### config.mk
export PLATFORM = sky130hd
export DESIGN_NAME = clk_warmup_ctrl
export DESIGN_NICKNAME = d
export VERILOG_FILES = /design/src/rtl/clk_warmup_pkg.sv /design/src/rtl/clk_warmup_ctrl.sv
export SDC_FILE = /design/constraint.sdc
export NUM_CORES = 1
export LEC_CHECK = 0
export ABC_AREA = 1
export BUFFER_PORTS_ARGS = -buffer_cell sky130_fd_sc_hd__buf_2
export CORE_MARGIN = 8
export CORE_UTILIZATION = 55
export DETAILED_ROUTE_END_ITERATION = 12
export GPL_TIMING_DRIVEN = 0
export PLACE_DENSITY = 0.87
export SLEW_MARGIN = 20
export SYNTH_ARGS = -nofsm -noshare
export SYNTH_HDL_FRONTEND = slang
export SYNTH_SLANG_ARGS = --single-unit
### constraint.sdc
create_clock -name SYS_CLK_IN -period 1.7 [get_ports SYS_CLK_IN]
set_clock_uncertainty 0.05 [all_clocks]
set_input_delay 0.17 -clock SYS_CLK_IN [delete_from_list [all_inputs] [get_ports SYS_CLK_IN]]
set_output_delay 0.17 -clock SYS_CLK_IN [all_outputs]
set_load 0.03 [all_outputs]
### src/rtl/clk_warmup_pkg.sv
// constants shared by the clock selector, divider chain and warm-up counter
// assumes a byte-wide register port and synchronous single-cycle tick inputs
package clk_warmup_pkg;

  ////////////////////////////////////////////////////////////////////////////
  // register port geometry
  localparam int unsigned ADDR_W = 3;
  localparam int unsigned DATA_W = 8;

  // register offsets
  localparam logic [2:0] OFS_SYS_CTRL1 = 3'h0;   // system_control_one
  localparam logic [2:0] OFS_SYS_CTRL2 = 3'h1;   // system_control_two
  localparam logic [2:0] OFS_WU_CTRL   = 3'h2;   // warmup_control
  localparam logic [2:0] OFS_WU_CMP    = 3'h3;   // warmup_compare_value
  localparam logic [2:0] OFS_STATUS    = 3'h4;   // clock and warm-up status

  ////////////////////////////////////////////////////////////////////////////
  // field positions
  localparam int unsigned BIT_DIV9_SEL = 4;      // system_control_one
  localparam int unsigned BIT_IHF_EN   = 7;      // system_control_two
  localparam int unsigned BIT_EHF_EN   = 6;
  localparam int unsigned BIT_LF_EN    = 5;
  localparam int unsigned BIT_SRC_SEL  = 4;
  localparam int unsigned WU_SEL_LSB   = 0;      // warmup_control, 2 bits
  localparam int unsigned WU_DIV_LSB   = 2;      // warmup_control, 2 bits
  localparam int unsigned BIT_WU_ABORT = 4;
  localparam int unsigned ST_ACTIVE    = 0;      // status bits
  localparam int unsigned ST_PENDING   = 1;
  localparam int unsigned ST_SOFT_BUSY = 2;
  localparam int unsigned ST_RUN       = 3;

  ////////////////////////////////////////////////////////////////////////////
  // reset values and encodings
  localparam logic [7:0] RST_WU_CMP = 8'h66;
  localparam logic [1:0] RST_WU_SEL = 2'h0;
  localparam logic [1:0] RST_WU_DIV = 2'h3;
  localparam logic       RST_IHF_EN = 1'b1;
  localparam logic [1:0] SRC_IHF    = 2'h0;
  localparam logic [1:0] SRC_EHF    = 2'h1;
  localparam logic [1:0] SRC_LF     = 2'h2;

  // timing counts: divider stages, counter bits, and ticks of the new source
  localparam int unsigned LOW_STAGES        = 8;   // divider stages 1..8
  localparam int unsigned LF_QUARTER_W      = 2;   // low_freq_clock / 4
  localparam int unsigned SWITCH_SYNC_TICKS = 2;   // new-source ticks before switch

  typedef enum logic [2:0] {WU_POR, WU_IDLE, WU_SOFT, WU_HALT, WU_WAKE} wu_state_e;

endpackage

### src/rtl/clk_warmup_ctrl.sv
// main system clock selector, prescaler/divider chain and warm-up counter
// clocks are modelled as one-cycle tick inputs on SYS_CLK_IN; the cpu core
// consumes FM_TICK_OUT, RUN_OUT and the reset outputs
`timescale 1ns/100ps

module clk_warmup_ctrl
#(
  parameter int unsigned DIV_W    = 21,
  parameter int unsigned WU_CNT_W = 14,
  parameter int unsigned PRESC_W  = 2
)
(
  input  wire logic                                SYS_CLK_IN,
  input  wire logic                                RST_N_IN,
  input  wire logic [clk_warmup_pkg::ADDR_W-1:0]   ADDR_IN,
  input  wire logic [clk_warmup_pkg::DATA_W-1:0]   WDATA_IN,
  input  wire logic                                WR_IN,
  input  wire logic                                RD_IN,
  input  wire logic                                GEAR_TICK_IN,
  input  wire logic                                LF_TICK_IN,
  input  wire logic                                IHF_TICK_IN,
  input  wire logic                                EHF_TICK_IN,
  input  wire logic                                STOP_ENTER_IN,
  input  wire logic                                STOP_RELEASE_IN,
  output logic      [clk_warmup_pkg::DATA_W-1:0]   RDATA_OUT,
  output logic                                     FM_TICK_OUT,
  output logic      [DIV_W-1:0]                    DIV_TAPS_OUT,
  output logic      [2:0]                          OSC_EN_OUT,
  output logic                                     CPU_RST_N_OUT,
  output logic                                     RUN_OUT,
  output logic                                     SYSCLK_RST_OUT,
  output logic                                     WARMUP_DONE_INT_OUT
);

  localparam int unsigned LOW = clk_warmup_pkg::LOW_STAGES;
  localparam int unsigned CW  = clk_warmup_pkg::DATA_W;

  // refuse geometries the compare window or stage split cannot serve
  generate
    if (DIV_W <= LOW || WU_CNT_W < CW || PRESC_W < 1)
    begin : g_bad_params
      $error("clk_warmup_ctrl: unsupported parameter values");
    end
  endgenerate

  ////////////////////////////////////////////////////////////////////////////
  // registers and decode
  logic                         div9_sel_ff;
  logic                         src_sel_ff;
  logic                         ihf_en_ff;
  logic                         ehf_en_ff;
  logic                         lf_en_ff;
  logic [1:0]                   wu_sel_ff;
  logic [1:0]                   wu_div_ff;
  logic                         abort_ff;
  logic [CW-1:0]                cmp_ff;
  logic                         active_ff;
  logic [1:0]                   sw_cnt_ff;
  logic [clk_warmup_pkg::LF_QUARTER_W-1:0] lf_q_ff;
  logic [PRESC_W-1:0]           presc_ff;
  logic [DIV_W-1:0]             div_ff;
  logic [WU_CNT_W-1:0]          wu_cnt_ff;
  logic [2:0]                   pre_ff;
  logic [1:0]                   stop_src_ff;
  clk_warmup_pkg::wu_state_e    wu_state_ff;
  clk_warmup_pkg::wu_state_e    nxt_wu_state;

  logic wr_ctrl1;
  logic wr_ctrl2;
  logic wr_wuctl;
  logic osc_rise;

  assign wr_ctrl1 = WR_IN && ADDR_IN == clk_warmup_pkg::OFS_SYS_CTRL1;
  assign wr_ctrl2 = WR_IN && ADDR_IN == clk_warmup_pkg::OFS_SYS_CTRL2;
  assign wr_wuctl = WR_IN && ADDR_IN == clk_warmup_pkg::OFS_WU_CTRL;

  // only a 0-to-1 change of an enable starts warm-up
  assign osc_rise = wr_ctrl2 && (
    (WDATA_IN[clk_warmup_pkg::BIT_IHF_EN] && !ihf_en_ff) ||
    (WDATA_IN[clk_warmup_pkg::BIT_EHF_EN] && !ehf_en_ff) ||
    (WDATA_IN[clk_warmup_pkg::BIT_LF_EN]  && !lf_en_ff));

  // system control registers, software-owned
  // reset values of selection and compare
  always_ff @(posedge SYS_CLK_IN)
  begin
    if (!RST_N_IN)
    begin
      div9_sel_ff <= 1'b0;
      src_sel_ff  <= 1'b0;
      ihf_en_ff   <= clk_warmup_pkg::RST_IHF_EN;
      ehf_en_ff   <= 1'b0;
      lf_en_ff    <= 1'b0;
      wu_sel_ff   <= clk_warmup_pkg::RST_WU_SEL;
      wu_div_ff   <= clk_warmup_pkg::RST_WU_DIV;
      cmp_ff      <= clk_warmup_pkg::RST_WU_CMP;
    end
    else
    begin
      if (wr_ctrl1)
        div9_sel_ff <= WDATA_IN[clk_warmup_pkg::BIT_DIV9_SEL];
      if (wr_ctrl2)
      begin
        ihf_en_ff  <= WDATA_IN[clk_warmup_pkg::BIT_IHF_EN];
        ehf_en_ff  <= WDATA_IN[clk_warmup_pkg::BIT_EHF_EN];
        lf_en_ff   <= WDATA_IN[clk_warmup_pkg::BIT_LF_EN];
        src_sel_ff <= WDATA_IN[clk_warmup_pkg::BIT_SRC_SEL];
      end
      if (wr_wuctl)
      begin
        wu_sel_ff <= WDATA_IN[clk_warmup_pkg::WU_SEL_LSB +: 2];
        wu_div_ff <= WDATA_IN[clk_warmup_pkg::WU_DIV_LSB +: 2];
      end
      if (WR_IN && ADDR_IN == clk_warmup_pkg::OFS_WU_CMP)
        cmp_ff <= WDATA_IN;
    end
  end

  // abort is latched for one cycle, acts, then reads back as 0
  always_ff @(posedge SYS_CLK_IN)
  begin
    if (!RST_N_IN)
      abort_ff <= 1'b0;
    else
      abort_ff <= wr_wuctl && WDATA_IN[clk_warmup_pkg::BIT_WU_ABORT];
  end

  ////////////////////////////////////////////////////////////////////////////
  // main system clock selection
  logic fs4_tick;
  logic new_tick;
  logic pend;
  logic old_dead;
  logic viol;

  assign fs4_tick = LF_TICK_IN && (&lf_q_ff);
  assign pend     = src_sel_ff != active_ff;
  assign new_tick = active_ff ? GEAR_TICK_IN : fs4_tick;
  assign old_dead = active_ff ? !lf_en_ff : !(ihf_en_ff || ehf_en_ff);
  // old oscillator stopped while switch still pending
  assign viol     = pend && old_dead;

  // quarter of the low-frequency clock
  always_ff @(posedge SYS_CLK_IN)
  begin
    if (!RST_N_IN)
      lf_q_ff <= '0;
    else if (LF_TICK_IN)
      lf_q_ff <= lf_q_ff + 1'b1;
  end

  // switch only after the new source ticked twice, at a tick boundary
  // so neither source is cut short; a violation forces the switch at once
  always_ff @(posedge SYS_CLK_IN)
  begin
    if (!RST_N_IN)
    begin
      active_ff <= 1'b0;
      sw_cnt_ff <= 2'h0;
    end
    else if (!pend)
      sw_cnt_ff <= 2'h0;
    else if (viol || (new_tick &&
             sw_cnt_ff == 2'(clk_warmup_pkg::SWITCH_SYNC_TICKS - 1)))
    begin
      active_ff <= src_sel_ff;
      sw_cnt_ff <= 2'h0;
    end
    else if (new_tick)
      sw_cnt_ff <= sw_cnt_ff + 2'h1;
  end

  // one main clock tick is one machine cycle
  always_ff @(posedge SYS_CLK_IN)
  begin
    if (!RST_N_IN)
      FM_TICK_OUT <= 1'b0;
    else
      FM_TICK_OUT <= active_ff ? fs4_tick : GEAR_TICK_IN;
  end

  ////////////////////////////////////////////////////////////////////////////
  // prescaler and divider chain
  logic lo_en;
  logic lo_carry;
  logic hi_en;
  logic clear_chain;
  logic match;

  // low stages run only while the gear clock is selected
  assign lo_en    = !src_sel_ff && GEAR_TICK_IN && (&presc_ff);
  assign lo_carry = lo_en && (&div_ff[LOW-1:0]);
  assign hi_en    = (div9_sel_ff || src_sel_ff) ? fs4_tick : lo_carry;
  // wake warm-up end restarts the chain from zero
  assign clear_chain = wu_state_ff == clk_warmup_pkg::WU_WAKE && match;

  // chain clear on reset and after stop warm-up
  always_ff @(posedge SYS_CLK_IN)
  begin
    if (!RST_N_IN || clear_chain)
    begin
      presc_ff <= '0;
      div_ff   <= '0;
    end
    else
    begin
      if (!src_sel_ff && GEAR_TICK_IN)
        presc_ff <= presc_ff + 1'b1;
      if (lo_en)
        div_ff[LOW-1:0] <= div_ff[LOW-1:0] + 1'b1;
      if (hi_en)
        div_ff[DIV_W-1:LOW] <= div_ff[DIV_W-1:LOW] + 1'b1;
    end
  end

  assign DIV_TAPS_OUT = div_ff;
  assign OSC_EN_OUT   = {ihf_en_ff, ehf_en_ff, lf_en_ff};

  ////////////////////////////////////////////////////////////////////////////
  // warm-up counter: source select, 3-stage divider, counter
  // source code to tick; stop wake and soft/power-on paths share it
  function automatic logic pick_tick(input logic [1:0] code, input logic ihf,
                                     input logic ehf, input logic lf);
    pick_tick = (code == clk_warmup_pkg::SRC_IHF) ? ihf :
                (code == clk_warmup_pkg::SRC_EHF) ? ehf :
                (code == clk_warmup_pkg::SRC_LF)  ? lf  : 1'b0;
  endfunction

  logic       counting;
  logic       src_tick;
  logic       div_tick;
  logic [2:0] div_mask;

  assign counting = wu_state_ff == clk_warmup_pkg::WU_POR ||
                    wu_state_ff == clk_warmup_pkg::WU_SOFT ||
                    wu_state_ff == clk_warmup_pkg::WU_WAKE;
  // wake uses the clock captured at stop entry
  assign src_tick = pick_tick(wu_state_ff == clk_warmup_pkg::WU_WAKE ? stop_src_ff
                              : wu_sel_ff, IHF_TICK_IN, EHF_TICK_IN, LF_TICK_IN);
  // division by 1, 2, 4 or 8
  assign div_mask = 3'((4'h1 << wu_div_ff) - 4'h1);
  assign div_tick = counting && src_tick && ((pre_ff & div_mask) == div_mask);
  // upper eight counter bits against the compare value
  assign match    = counting && wu_cnt_ff[WU_CNT_W-1 -: CW] == cmp_ff;

  // warm-up sequencing
  always_comb
  begin
    nxt_wu_state = wu_state_ff;
    unique case (wu_state_ff)
      clk_warmup_pkg::WU_POR:
        if (match)
          nxt_wu_state = clk_warmup_pkg::WU_IDLE;
      clk_warmup_pkg::WU_IDLE:
        if (STOP_ENTER_IN)
          nxt_wu_state = clk_warmup_pkg::WU_HALT;
        else if (osc_rise)
          nxt_wu_state = clk_warmup_pkg::WU_SOFT;
      clk_warmup_pkg::WU_SOFT:
        if (match || abort_ff)
          nxt_wu_state = clk_warmup_pkg::WU_IDLE;
        else if (STOP_ENTER_IN)
          nxt_wu_state = clk_warmup_pkg::WU_HALT;
      clk_warmup_pkg::WU_HALT:
        if (STOP_RELEASE_IN)
          nxt_wu_state = clk_warmup_pkg::WU_WAKE;
      clk_warmup_pkg::WU_WAKE:
        if (match)
          nxt_wu_state = clk_warmup_pkg::WU_IDLE;
      default:
        nxt_wu_state = clk_warmup_pkg::WU_IDLE;
    endcase
  end

  // power-on warm-up starts right after reset
  always_ff @(posedge SYS_CLK_IN)
  begin
    if (!RST_N_IN)
      wu_state_ff <= clk_warmup_pkg::WU_POR;
    else
      wu_state_ff <= nxt_wu_state;
  end

  // remember which clock drove the main clock at stop entry
  always_ff @(posedge SYS_CLK_IN)
  begin
    if (!RST_N_IN)
      stop_src_ff <= clk_warmup_pkg::SRC_IHF;
    else if (STOP_ENTER_IN && (wu_state_ff == clk_warmup_pkg::WU_IDLE ||
                               wu_state_ff == clk_warmup_pkg::WU_SOFT))
      stop_src_ff <= active_ff ? clk_warmup_pkg::SRC_LF :
                     ihf_en_ff ? clk_warmup_pkg::SRC_IHF : clk_warmup_pkg::SRC_EHF;
  end

  // match or abort clears; a stop simply freezes the count
  // which is why a stop taken mid soft warm-up gives a short wake-up
  always_ff @(posedge SYS_CLK_IN)
  begin
    if (!RST_N_IN || match ||
        (abort_ff && wu_state_ff == clk_warmup_pkg::WU_SOFT))
    begin
      wu_cnt_ff <= '0;
      pre_ff    <= 3'h0;
    end
    else if (counting && src_tick)
    begin
      pre_ff <= pre_ff + 3'h1;
      if (div_tick)
        wu_cnt_ff <= wu_cnt_ff + 1'b1;
    end
  end

  ////////////////////////////////////////////////////////////////////////////
  // reset, run and event outputs
  // cpu reset held through power-on warm-up and on a violation
  always_ff @(posedge SYS_CLK_IN)
  begin
    if (!RST_N_IN)
    begin
      CPU_RST_N_OUT       <= 1'b0;
      SYSCLK_RST_OUT      <= 1'b0;
      RUN_OUT             <= 1'b0;
      WARMUP_DONE_INT_OUT <= 1'b0;
    end
    else
    begin
      CPU_RST_N_OUT       <= nxt_wu_state != clk_warmup_pkg::WU_POR && !viol;
      SYSCLK_RST_OUT      <= viol;
      RUN_OUT             <= nxt_wu_state == clk_warmup_pkg::WU_IDLE ||
                             nxt_wu_state == clk_warmup_pkg::WU_SOFT;
      WARMUP_DONE_INT_OUT <= wu_state_ff == clk_warmup_pkg::WU_SOFT && match;
    end
  end

  // read data stand only in the cycle after the read strobe
  always_ff @(posedge SYS_CLK_IN)
  begin
    if (!RST_N_IN || !RD_IN)
      RDATA_OUT <= '0;
    else
      unique case (ADDR_IN)
        clk_warmup_pkg::OFS_SYS_CTRL1:
          RDATA_OUT <= CW'({div9_sel_ff, 4'h0});
        clk_warmup_pkg::OFS_SYS_CTRL2:
          RDATA_OUT <= {ihf_en_ff, ehf_en_ff, lf_en_ff, src_sel_ff, 4'h0};
        clk_warmup_pkg::OFS_WU_CTRL:
          RDATA_OUT <= CW'({wu_div_ff, wu_sel_ff});
        clk_warmup_pkg::OFS_WU_CMP:
          RDATA_OUT <= cmp_ff;
        clk_warmup_pkg::OFS_STATUS:
          RDATA_OUT <= CW'({RUN_OUT, wu_state_ff == clk_warmup_pkg::WU_SOFT,
                            pend, active_ff});
        default:
          RDATA_OUT <= '0;
      endcase
  end
endmodule

==> results of run 1 <==
## layout make-up
cell class	instances	area (um2)
clock inverter	5	63.81
multi-input combinational	397	2187
tap	99	123.9
inverter	76	285.3
timing repair buffer	72	434.2
clock buffer	11	131.4
fill	595	2207
buffer	15	128.9
sequential	81	1653
## cells in the mapped netlist, drive strengths merged, types with 2 or more instances
library cell and number:
xnor2 9, a22oi 3, or2 4, dfxtp 81, a21oi 55, o22ai 2, nor2 61, nand3 25
nand2 129, o21ai 29, nor3 22, buf 10, nor4 2, clkbuf 5, o211ai 4, ha 7
nor3b 2, nand4 20, xor2 17, inv 76, a211oi 2
## sequential cells by signal, summed over array words and instances (netlist names), 2 cells and up
name / flops
wu_state_ff: 3
RDATA_OUT: 8
presc_ff: 2
DIV_TAPS_OUT: 21
wu_div_ff: 2
wu_sel_ff: 2
sw_cnt_ff: 2
pre_ff: 3
stop_src_ff: 2
lf_q_ff: 2
wu_cnt_ff: 14
cmp_ff: 8
## layout by cell type, fill, tap and decap left out, types with 3 or more instances in the layout
master and n:
nor2_2 3, nand4_1 20, inv_2 6, nand2_2 7, nor3_1 19, nand3_1 21, or2_2 3, clkbuf_1 5
o211ai_1 4, inv_1 70, nor2_4 7, dfxtp_1 64, buf_4 14, clkbuf_8 10, xnor2_1 9, buf_6 6
a21oi_2 5, a21oi_1 50, nor2_1 51, a22oi_1 3, ha_1 7, nand2_4 4, dfxtp_2 13, nand2_1 118
nor3_2 3, dfxtp_4 4, xor2_1 17, o21ai_0 23, o21ai_1 3, buf_2 58
## critical path, cell delays in order, from the launching register on
cell	delay [ps]
dfxtp_4	370
nor2_4	160
nand2_4	100
nand2_2	90
o21ai_2	70
nand2_2	120
nor2_4	50
nor2_4	160
nand3_4	170
buf_4	180
nand2_1	50
a21oi_1	60
## final timing paths
| check | to | start | cells past startpoint | slack, ps |
|---|---|---|---|---|
| max | wu_cnt_ff[7] | wu_state_ff[0] | 11 | -30 |
| min | cmp_ff[1] | WDATA_IN[1] | 3 | 9 |
| max reg2reg | wu_cnt_ff[7] | wu_state_ff[0] | 11 | -30 |
| min reg2reg | presc_ff[1] | presc_ff[1] | 2 | 420 |
## metal layers
metal | wire (um) | track usage [%] | up-vias
met2 | 5302 | 34.88 | 129
met4 | 214 | 7.449 | 0
met1 | 4416 | 23.26 | 1899
met3 | 678 | 2.997 | 28
met5 | 0 | 0 | -
li1 | - | - | 2027
## kinds of logic after synthesis
kind of cell,Yosys count
buffers and inverters,91
AO/OA/AOI/OAI,98
XOR/XNOR,26
flip-flops,81
adder cells (fa/ha/maj),7
AND/OR/NAND/NOR,266
## per-stage QoR
stage	instances	TNS, ps	utilization (%)
finish	756	-305.6	69.41
global route	756	-1716	69.41
global placement	725	-1376	62.38
detailed placement	725	-2139	62.38
CTS	746	0	66.34
floorplan	569	0	-
## power groups by stage
stage                     logic, mW  clock network (mW)  registers (mW)
after detailed placement      0.288                   0            2.01
final                         0.323                1.41            1.96
after global placement        0.278                   0            2.01
after CTS                     0.301                1.42            1.97
after floorplan               0.182                   0            2.02
after global routing          0.358                1.49            1.97
## timing repair
action	4_1_cts	5_1_grt
gates resized for setup	12	50
pin swaps	2	11
hold endpoints to repair	1	0
gates cloned	0	1
hold buffers	1	0
buffers inserted	4	9
endpoints found under the setup margin	34	44
==> flow_metrics.py, run 1 <==
metrics = {
    "floorplanning": {
        "fp.dieW_um": 102.2,
        "start_util_pct": 56.68,
        "coreArea_um2": 7214,
        "io_pins": 58,
        "die_area_um2": 10450,
        "placement_rows": 31,
        "die_h_um": 102.2,
    },
    "power": {
        "powerDensity_nw_per_um2": 737.7,
        "switching_power_mw": 0.9516,
        "static-leakage-power_nw": 2.132,
        "power.share.clock_pct": 38.1,
        "p_sw_share_pct": 25.76,
        "finalPower_mw": 3.694,
        "power.internal_mw": 2.742,
        "p_seq_share_pct": 53.1,
        "comb_power_share_pct": 8.7,
        "vdd_ir_drop_max_v": 0.0005337,
    },
    "grt": {
        "grt_pass1_vias": 3748,
        "grt_max_degree": 15,
        "antenna_found_initial": 0,
        "grt_usage_pct": 19.69,
        "grt_overflow": 0,
        "grt_first_pass_wirelength_mm": 16.73,
    },
    "synthesis": {
        "synth_compound_area_share_pct": 13.34,
        "ys_async_sr_fraction_pct": 0,
        "synthDominantCellAreaShare_pct": 39.66,
        "syn_area_um2": 4089,
        "yosysWarnings": 0,
        "yosysUniqueCellTypes": 40,
        "yosysSeqAreaShare_pct": 39.66,
        "synth_xor_area_share_pct": 5.569,
        "avgSynthCellArea_um2": 7.186,
        "synth_top_cell_by_area": "dfxtp_1",
        "synth_fa_ha_area_share_pct": 2.142,
        "synth-main-ff-cell": "dfxtp_1",
        "synthesis.nets": 597,
        "synth_area_leaders": "dfxtp_1 40%, nand2_1 11%, inv_1 6.9%",
        "muxShareOfSynthArea_pct": 0,
        "synth_top_family_by_area": "simple AND/OR/NAND/NOR gates",
        "syn_inst": 569,
        "synth_edf_count": 0,
        "synth-seq-cells": 81,
        "synth-simple-area-share_pct": 29.77,
    },
    "placed_design": {
        "io_buffer_count": 57,
        "placed_area_um2": 4501,
        "hpwl_mm": 7.629,
        "gp_congestion": 0.9101,
        "preCtsSetupSlack_ps": -126.6,
    },
    "drt": {
        "vias": 4083,
        "drt-total-wl_mm": 10.61,
        "viasPerCell": 5.401,
        "drc_errors": 0,
        "final_antenna_net_count": 0,
        "post_drt_wl_per_cell_um": 14.04,
        "drt_iter0_drc": 169,
        "first_pass_iters": 4,
    },
    "timing": {
        "grt_setup_unrepaired": "yes",
        "setup_slack_ps": -33.86,
        "max_freq_mhz": 576.7,
        "whs_ps": 9.001,
        "final_max_slew_viol_count": 0,
        "fin_crit_sh_pct": 102.0,
        "hold_violations": 0,
        "worstMarginPinSlew_ps": 522.8,
        "fin_crit_ps": 1734,
        "slew_headroom_pct": 64.88,
        "setup_viol": 12,
    },
    "clock_tree": {
        "path_clk_slew_ps": 90,
        "clkSinkCount": 81,
        "cts_made_buffers": 9,
        "clk_path_buf_depth": 2,
        "cts_tree": "built",
        "cts_max_level": 3,
        "clock_latency_ps": 350,
        "root_buffer": "clkbuf_8",
    },
    "setup_path": {
        "crit_path_end_kind": "flip-flop",
        "cp.arrival_ps": 1910,
        "path_class": "flip-flop to flip-flop",
        "worstPathMaxFanout": 6,
        "cp-start-kind": "flip-flop",
        "cp.required_ps": 1880,
    },
    "run_status": {
        "violations": "negative setup slack",
        "status": "finished, violations left",
    },
    "finish": {
        "antenna_cells": 0,
        "fin_area_um2": 5007,
        "nets": 680,
        "drive_gt1_share_pct": 24.51,
        "area_growth_pct": 22.46,
    },
    "hold_path": {
        "holdCritPathClass": "input port to flip-flop",
    },
    "job": {
        "max-cap-violations": 0,
    },
}
Power figures use the tool's default switching activity.
==> run 2, diff against run 1 <==
--- a/config.mk
+++ b/config.mk
@@ -5,7 +5,6 @@
 export SDC_FILE = /design/constraint.sdc
 export NUM_CORES = 1
 export LEC_CHECK = 0
-export ABC_AREA = 1
 export BUFFER_PORTS_ARGS = -buffer_cell sky130_fd_sc_hd__buf_2
 export CORE_MARGIN = 8
 export CORE_UTILIZATION = 55
==> run 2 against run 1 <==
  * The flow still finishes with violations (negative setup slack)
  * Worst setup slack worse by 360 ps
  * First-iteration DRC count is 36% higher
  * Utilization is 7.7 points higher
  * Via count is 6.2% lower
  * Die area is 3.7% lower
  * Non-clock buffer count is 21 higher
  * Clock power is 4% higher
  * Critical path depth is 6 lower
  * Combinational power is 4% lower
  * Critical endpoint is now wu_cnt_ff[6]
  * Highest routed layer unchanged
==> flow_metrics.py, run 2 <==
metrics = {
    "clock_tree": {
        "cts_max_level": 3,
        "clk_path_buf_depth": 2,
        "clkSinkCount": 81,
        "cts_made_buffers": 9,
        "path_clk_slew_ps": 80,
        "root_buffer": "clkbuf_8",
        "clock_latency_ps": 350,
        "postCtsHoldBufs": 0,
        "cts_tree": "built",
    },
    "synthesis": {
        "yosysWarnings": 0,
        "yosys-top-cells-count": "81 x dfxtp_1, 52 x nor2_1, 40 x nand2_1",
        "avgSynthCellArea_um2": 8.692,
        "synth-main-ff-cell": "dfxtp_1",
        "syn_area_um2": 3911,
        "synthesis.nets": 478,
        "yosysSeqAreaShare_pct": 41.46,
        "synth-seq-cells": 81,
        "syn_inst": 450,
        "yosysMostFrequentCell": "dfxtp_1",
        "synth_edf_count": 0,
        "synthDominantCellAreaShare_pct": 41.46,
        "synth_area_leaders": "dfxtp_1 41%, mux2i_1 7.2%, nor2_1 5.0%",
        "synth_top_cell_by_area": "dfxtp_1",
        "ys_async_sr_fraction_pct": 0,
        "yosysUniqueCellTypes": 51,
    },
    "setup_path": {
        "cp-startpoint": "wu_state_ff[1]",
        "r2r_setup_slack_ps": -390,
        "reg2regPathDepth": 5,
        "crit_path_end_kind": "flip-flop",
        "r2r_end": "wu_cnt_ff[6]",
        "cp-start-kind": "flip-flop",
        "timing.rr.start": "wu_state_ff[1]",
        "cp.arrival_ps": 2330,
        "cp_slowest_cell": "or4_4",
        "worstPathMaxFanout": 5,
        "path_cells": "nand2b_4 -> o32a_1 -> a211o_4 -> or4_4 -> a21oi_2",
        "crit_path_end": "wu_cnt_ff[6]",
        "critical-path-max-stage-delay_ps": 490,
        "path_class": "flip-flop to flip-flop",
        "cp.required_ps": 1930,
    },
    "power": {
        "p_sw_share_pct": 24.31,
        "finalPower_mw": 3.724,
        "switching_power_mw": 0.9054,
        "static-leakage-power_nw": 1.994,
        "power.share.clock_pct": 39.3,
        "p_seq_share_pct": 52.4,
        "powerDensity_nw_per_um2": 707.2,
        "comb_power_share_pct": 8.3,
        "power.internal_mw": 2.819,
        "vdd_ir_drop_max_v": 0.0003987,
    },
    "grt": {
        "grt_overflow": 0,
        "grt_max_degree": 14,
        "antenna_found_initial": 0,
        "grt_first_pass_wirelength_mm": 17.38,
        "grt_pass1_vias": 3709,
        "grt_usage_pct": 21.57,
    },
    "floorplanning": {
        "die_h_um": 100.3,
        "placement_rows": 30,
        "start_util_pct": 57.25,
        "io_pins": 58,
        "die_area_um2": 10070,
        "coreArea_um2": 6832,
        "fp.dieW_um": 100.3,
    },
    "drt": {
        "wl_met3_um": 854,
        "final_antenna_net_count": 0,
        "drc_errors": 0,
        "vias": 3830,
        "wl_met1_mm": 4.685,
        "first_pass_iters": 4,
        "dr.max_layer_used": "met4",
        "drt-total-wl_mm": 11.57,
        "drt_iter0_drc": 229,
        "post_drt_wl_per_cell_um": 17.94,
        "viasPerCell": 5.938,
        "met2_length_mm": 5.721,
    },
    "finish": {
        "fillers": 450,
        "multi_input_area_um2": 2547,
        "drive_gt1_share_pct": 35.15,
        "final_cell_mix": "66 x dfxtp_1, 56 x buf_2, 46 x nor2_1",
        "nets": 572,
        "final_common_cell": "dfxtp_1",
        "seq_area_um2": 1658,
        "antenna_cells": 0,
        "final_util_pct": 77.09,
        "final_cell_count_no_fill": 645,
        "area_growth_pct": 34.64,
        "largest_reg_flops": 21,
    },
    "timing": {
        "final_max_slew_viol_count": 0,
        "grt_setup_unrepaired": "yes",
        "fin_crit_sh_pct": 123.1,
        "slew_headroom_pct": 60.76,
        "worstMarginPinSlew_ps": 588.6,
        "fin_crit_ps": 2093,
        "hold_violations": 0,
        "setup_slack_ps": -392.5,
        "setup_viol": 43,
        "max_freq_mhz": 477.9,
    },
    "placed_design": {
        "preCtsSetupSlack_ps": -617.5,
        "dp_cells": 600,
        "io_buffer_count": 54,
        "hpwl_mm": 7.181,
        "gp_congestion": 0.8990,
    },
    "run_status": {
        "violations": "negative setup slack",
        "status": "finished, violations left",
    },
    "hold_path": {
        "min_from": "WDATA_IN[2]",
        "holdCritPathClass": "input port to flip-flop",
    },
    "job": {
        "max-cap-violations": 0,
    },
}
## run 2: power groups by stage
stage                     sequential (mW)  combinational, mW  clock [mW]
after global placement               1.99              0.235           0
after floorplan                      2.00              0.159           0
after CTS                            1.95              0.275        1.45
after global routing                 1.95              0.334        1.57
final                                1.95              0.310        1.46
after detailed placement             1.99              0.242           0
## run 2: cell type report
class                   count  area share [%]
clock buffers              14           3.089
clock inverters             2          0.7128
repair buffers             83           10.29
inverters                   6          0.4277
multi-input cells         338           48.37
well taps                  96           2.281
flip-flops and latches     81           31.48
plain buffers              25           3.350
## run 2: cells by family after synthesis
kind of cell | Yosys count | share of synthesized area [%]
adders and majority gates | 7 | 2.239
buffers and inverters | 32 | 3.903
and+or+nand+nor | 189 | 24.50
muxes | 28 | 7.166
xor gates and xnor gates | 34 | 7.614
AOI/OAI and AO/OA | 79 | 13.12
DFF | 81 | 41.46
## run 2: worst max-delay path, delay by kind of cell (launching register included)
kind / cells / cell delay, ps
compound gates: 3 / 930
flops: 1 / 360
simple gates: 2 / 680
## run 2: timing repair
action / in CTS / in global routing
setup buffers: 18 / 8
setup endpoints to repair: 47 / 51
hold endpoints to repair: 0 / 0
gates cloned: 3 / 2
pin swaps: 32 / 33
gates resized for setup: 58 / 52
## run 2: worst min-delay path by stage
| stage | slack [ps] | to | cells past startpoint |
|---|---|---|---|
| 2_1_floorplan | 240 | cmp_ff[1] | 2 |
| 3_3_place_gp | 370 | cmp_ff[1] | 3 |
| 3_5_place_dp | 370 | wu_div_ff[0] | 3 |
| 4_1_cts | 6 | cmp_ff[2] | 3 |
| 5_1_grt | 30 | cmp_ff[2] | 3 |
| 6_report | 30 | cmp_ff[2] | 3 |
## run 2: metrics by stage
step                cell area, um2  hold slack (ps)  setup TNS [ps]
floorplan                     3974            244.0           -3771
global placement              4364            365.8          -17910
detailed placement            4364            365.7          -20140
CTS                           4946            6.494           -6709
global route                  5266            30.18          -11860
finish                        5266            25.22           -9195
## run 2: per-layer routing
metal | GRT usage (%) | vias up
li1 | - | 1761
met1 | 25.04 | 1849
met2 | 35.59 | 186
met3 | 5.744 | 34
met4 | 11.16 | 0
met5 | 0 | -
==> run 3, diff against run 2 <==
==> constraint.sdc (replaced) <==
create_clock -name SYS_CLK_IN -period 1.7 [get_ports SYS_CLK_IN]
set_clock_uncertainty 0.05 [all_clocks]
set_input_delay 0.17 -clock SYS_CLK_IN [delete_from_list [all_inputs] [get_ports SYS_CLK_IN]]
set_output_delay 0.17 -clock SYS_CLK_IN [all_outputs]
set_load 0.1 [all_outputs]
==> run 3 against run 2 <==
  * The run still ends with negative setup slack left
  * Fmax is 3.9% higher
  * Utilization is 1.5 points lower
  * Clock power shrank 5%
  * Final cell count grew 0.16%
  * Largest cell class unchanged
==> flow_metrics.py, run 3 (synthesized netlist as in run 2, its figures left out) <==
metrics = {
    "run_status": {
        "status": "finished, violations left",
        "violations": "negative setup slack",
    },
    "grt": {
        "grt_first_pass_wirelength_mm": 17.15,
        "grt_usage_pct": 21.23,
        "antenna_found_initial": 0,
        "grt_pass1_vias": 3710,
        "grt_overflow": 0,
        "grt_max_degree": 15,
    },
    "timing": {
        "grt_setup_unrepaired": "yes",
        "hold_violations": 0,
        "fin_crit_ps": 2013,
        "setup_viol": 44,
        "max_freq_mhz": 496.7,
        "slew_headroom_pct": 61.11,
        "fin_crit_sh_pct": 118.4,
        "setup_slack_ps": -313.4,
        "worstMarginPinSlew_ps": 581.3,
        "final_max_slew_viol_count": 0,
    },
    "floorplanning": {
        "io_pins": 58,
        "die_h_um": 100.3,
        "start_util_pct": 57.25,
        "fp.dieW_um": 100.3,
        "coreArea_um2": 6832,
        "placement_rows": 30,
        "die_area_um2": 10070,
    },
    "setup_path": {
        "path_class": "flip-flop to flip-flop",
        "crit_path_end_kind": "flip-flop",
        "cp.arrival_ps": 2230,
        "cp.required_ps": 1910,
        "cp_slowest_cell": "or4_4",
        "critical-path-max-stage-delay_ps": 630,
        "cp-start-kind": "flip-flop",
        "path_cells": "ha_4 -> nand3b_1 -> or4_4 -> buf_6 -> a211oi_2 -> xnor2_1 -> nor2_1",
        "worstPathMaxFanout": 5,
    },
    "hold_path": {
        "holdCritPathClass": "input port to flip-flop",
    },
    "clock_tree": {
        "clock_latency_ps": 360,
        "path_clk_slew_ps": 90,
        "clk_path_buf_depth": 2,
        "cts_made_buffers": 9,
        "cts_tree": "built",
        "cts_max_level": 3,
        "root_buffer": "clkbuf_8",
        "clkSinkCount": 81,
    },
    "power": {
        "power.internal_mw": 2.720,
        "switching_power_mw": 0.9467,
        "finalPower_mw": 3.667,
        "powerDensity_nw_per_um2": 710.1,
        "p_seq_share_pct": 52.9,
        "power.share.clock_pct": 38.0,
        "vdd_ir_drop_max_v": 0.0006095,
        "comb_power_share_pct": 9.0,
        "static-leakage-power_nw": 1.975,
        "p_sw_share_pct": 25.82,
    },
    "placed_design": {
        "gp_congestion": 0.9260,
        "hpwl_mm": 7.174,
        "io_buffer_count": 54,
    },
    "drt": {
        "drt-total-wl_mm": 11.24,
        "first_pass_iters": 4,
        "post_drt_wl_per_cell_um": 17.39,
        "drc_errors": 0,
        "drt_iter0_drc": 180,
        "final_antenna_net_count": 0,
        "vias": 3736,
        "viasPerCell": 5.783,
    },
    "finish": {
        "nets": 573,
        "final_util_pct": 75.59,
        "drive_gt1_share_pct": 35.64,
        "area_growth_pct": 32.02,
        "final_common_cell": "buf_2",
        "final_cell_mix": "55 x buf_2, 54 x dfxtp_1, 52 x nor2_1",
        "largest_reg_flops": 21,
        "fillers": 482,
        "antenna_cells": 0,
    },
    "job": {
        "max-cap-violations": 0,
    },
}
run 3: metrics by stage:
step	std cells	area (um2)	hold slack, ps	TNS, ps	setup slack [ps]
floorplan	450	4029	244.0	-5007	-312.3
global placement	600	4419	365.0	-15330	-473.1
detailed placement	600	4419	364.8	-16460	-494.8
CTS	636	4927	2.280	-6380	-287.1
global route	646	5164	19.52	-11070	-366.3
finish	646	5164	9.319	-8265	-313.4
run 3: path summary, 6_finish.rpt:
check	startpoint	to	slack (ps)	cells after the start
worst min-delay path	WDATA_IN[2]	cmp_ff[2]	9	3
worst min register to register	wu_cnt_ff[5]	wu_cnt_ff[5]	460	2
worst max-delay path	presc_ff[1]	DIV_TAPS_OUT[20]	-310	7
worst max register to register	presc_ff[1]	DIV_TAPS_OUT[20]	-310	7
run 3: layout make-up:
| class | instances | area, um2 | area share (%) |
|---|---|---|---|
| multi-input cells | 337 | 2445 | 47.35 |
| flip-flops and latches | 81 | 1685 | 32.64 |
| repair buffers | 86 | 531.8 | 10.30 |
| plain buffers | 24 | 163.9 | 3.174 |
| clock buffers | 9 | 123.9 | 2.399 |
| well taps | 96 | 120.1 | 2.326 |
| clock inverters | 7 | 71.32 | 1.381 |
| inverters | 6 | 22.52 | 0.4362 |
run 3: critical path, delay by kind of cell, from the launching register on:
kind / cells / cell delay, ps
AND/OR/NAND/NOR: 3 / 820
flip-flops: 1 / 370
AO/OA/AOI/OAI: 1 / 230
buffers and inverters: 1 / 180
XOR/XNOR: 1 / 140
adder cells (fa/ha/maj): 1 / 130
run 3: routing by layer:
metal | global-route usage [%] | routed length, um
met3 | 4.291 | 892
met5 | 0 | 0
met2 | 37.54 | 5624
met1 | 23.05 | 4257
met4 | 12.09 | 461
run 3: power by group through the flow:
stage / logic, mW / clock network, mW / registers, mW
after floorplan: 0.171 / 0 / 2.01
after global placement: 0.270 / 0 / 1.98
after detailed placement: 0.278 / 0 / 1.99
after CTS: 0.305 / 1.41 / 1.94
after global routing: 0.355 / 1.49 / 1.94
final: 0.331 / 1.39 / 1.94
run 3: timing repair:
| item | CTS | global route |
|---|---|---|
| setup buffers | 18 | 10 |
| pin swaps | 31 | 13 |
| hold endpoints to repair | 1 | 0 |
| hold buffers | 1 | 0 |
| gates resized for setup | 47 | 37 |
| gates cloned | 2 | 1 |
| endpoints found under the setup margin | 47 | 52 |
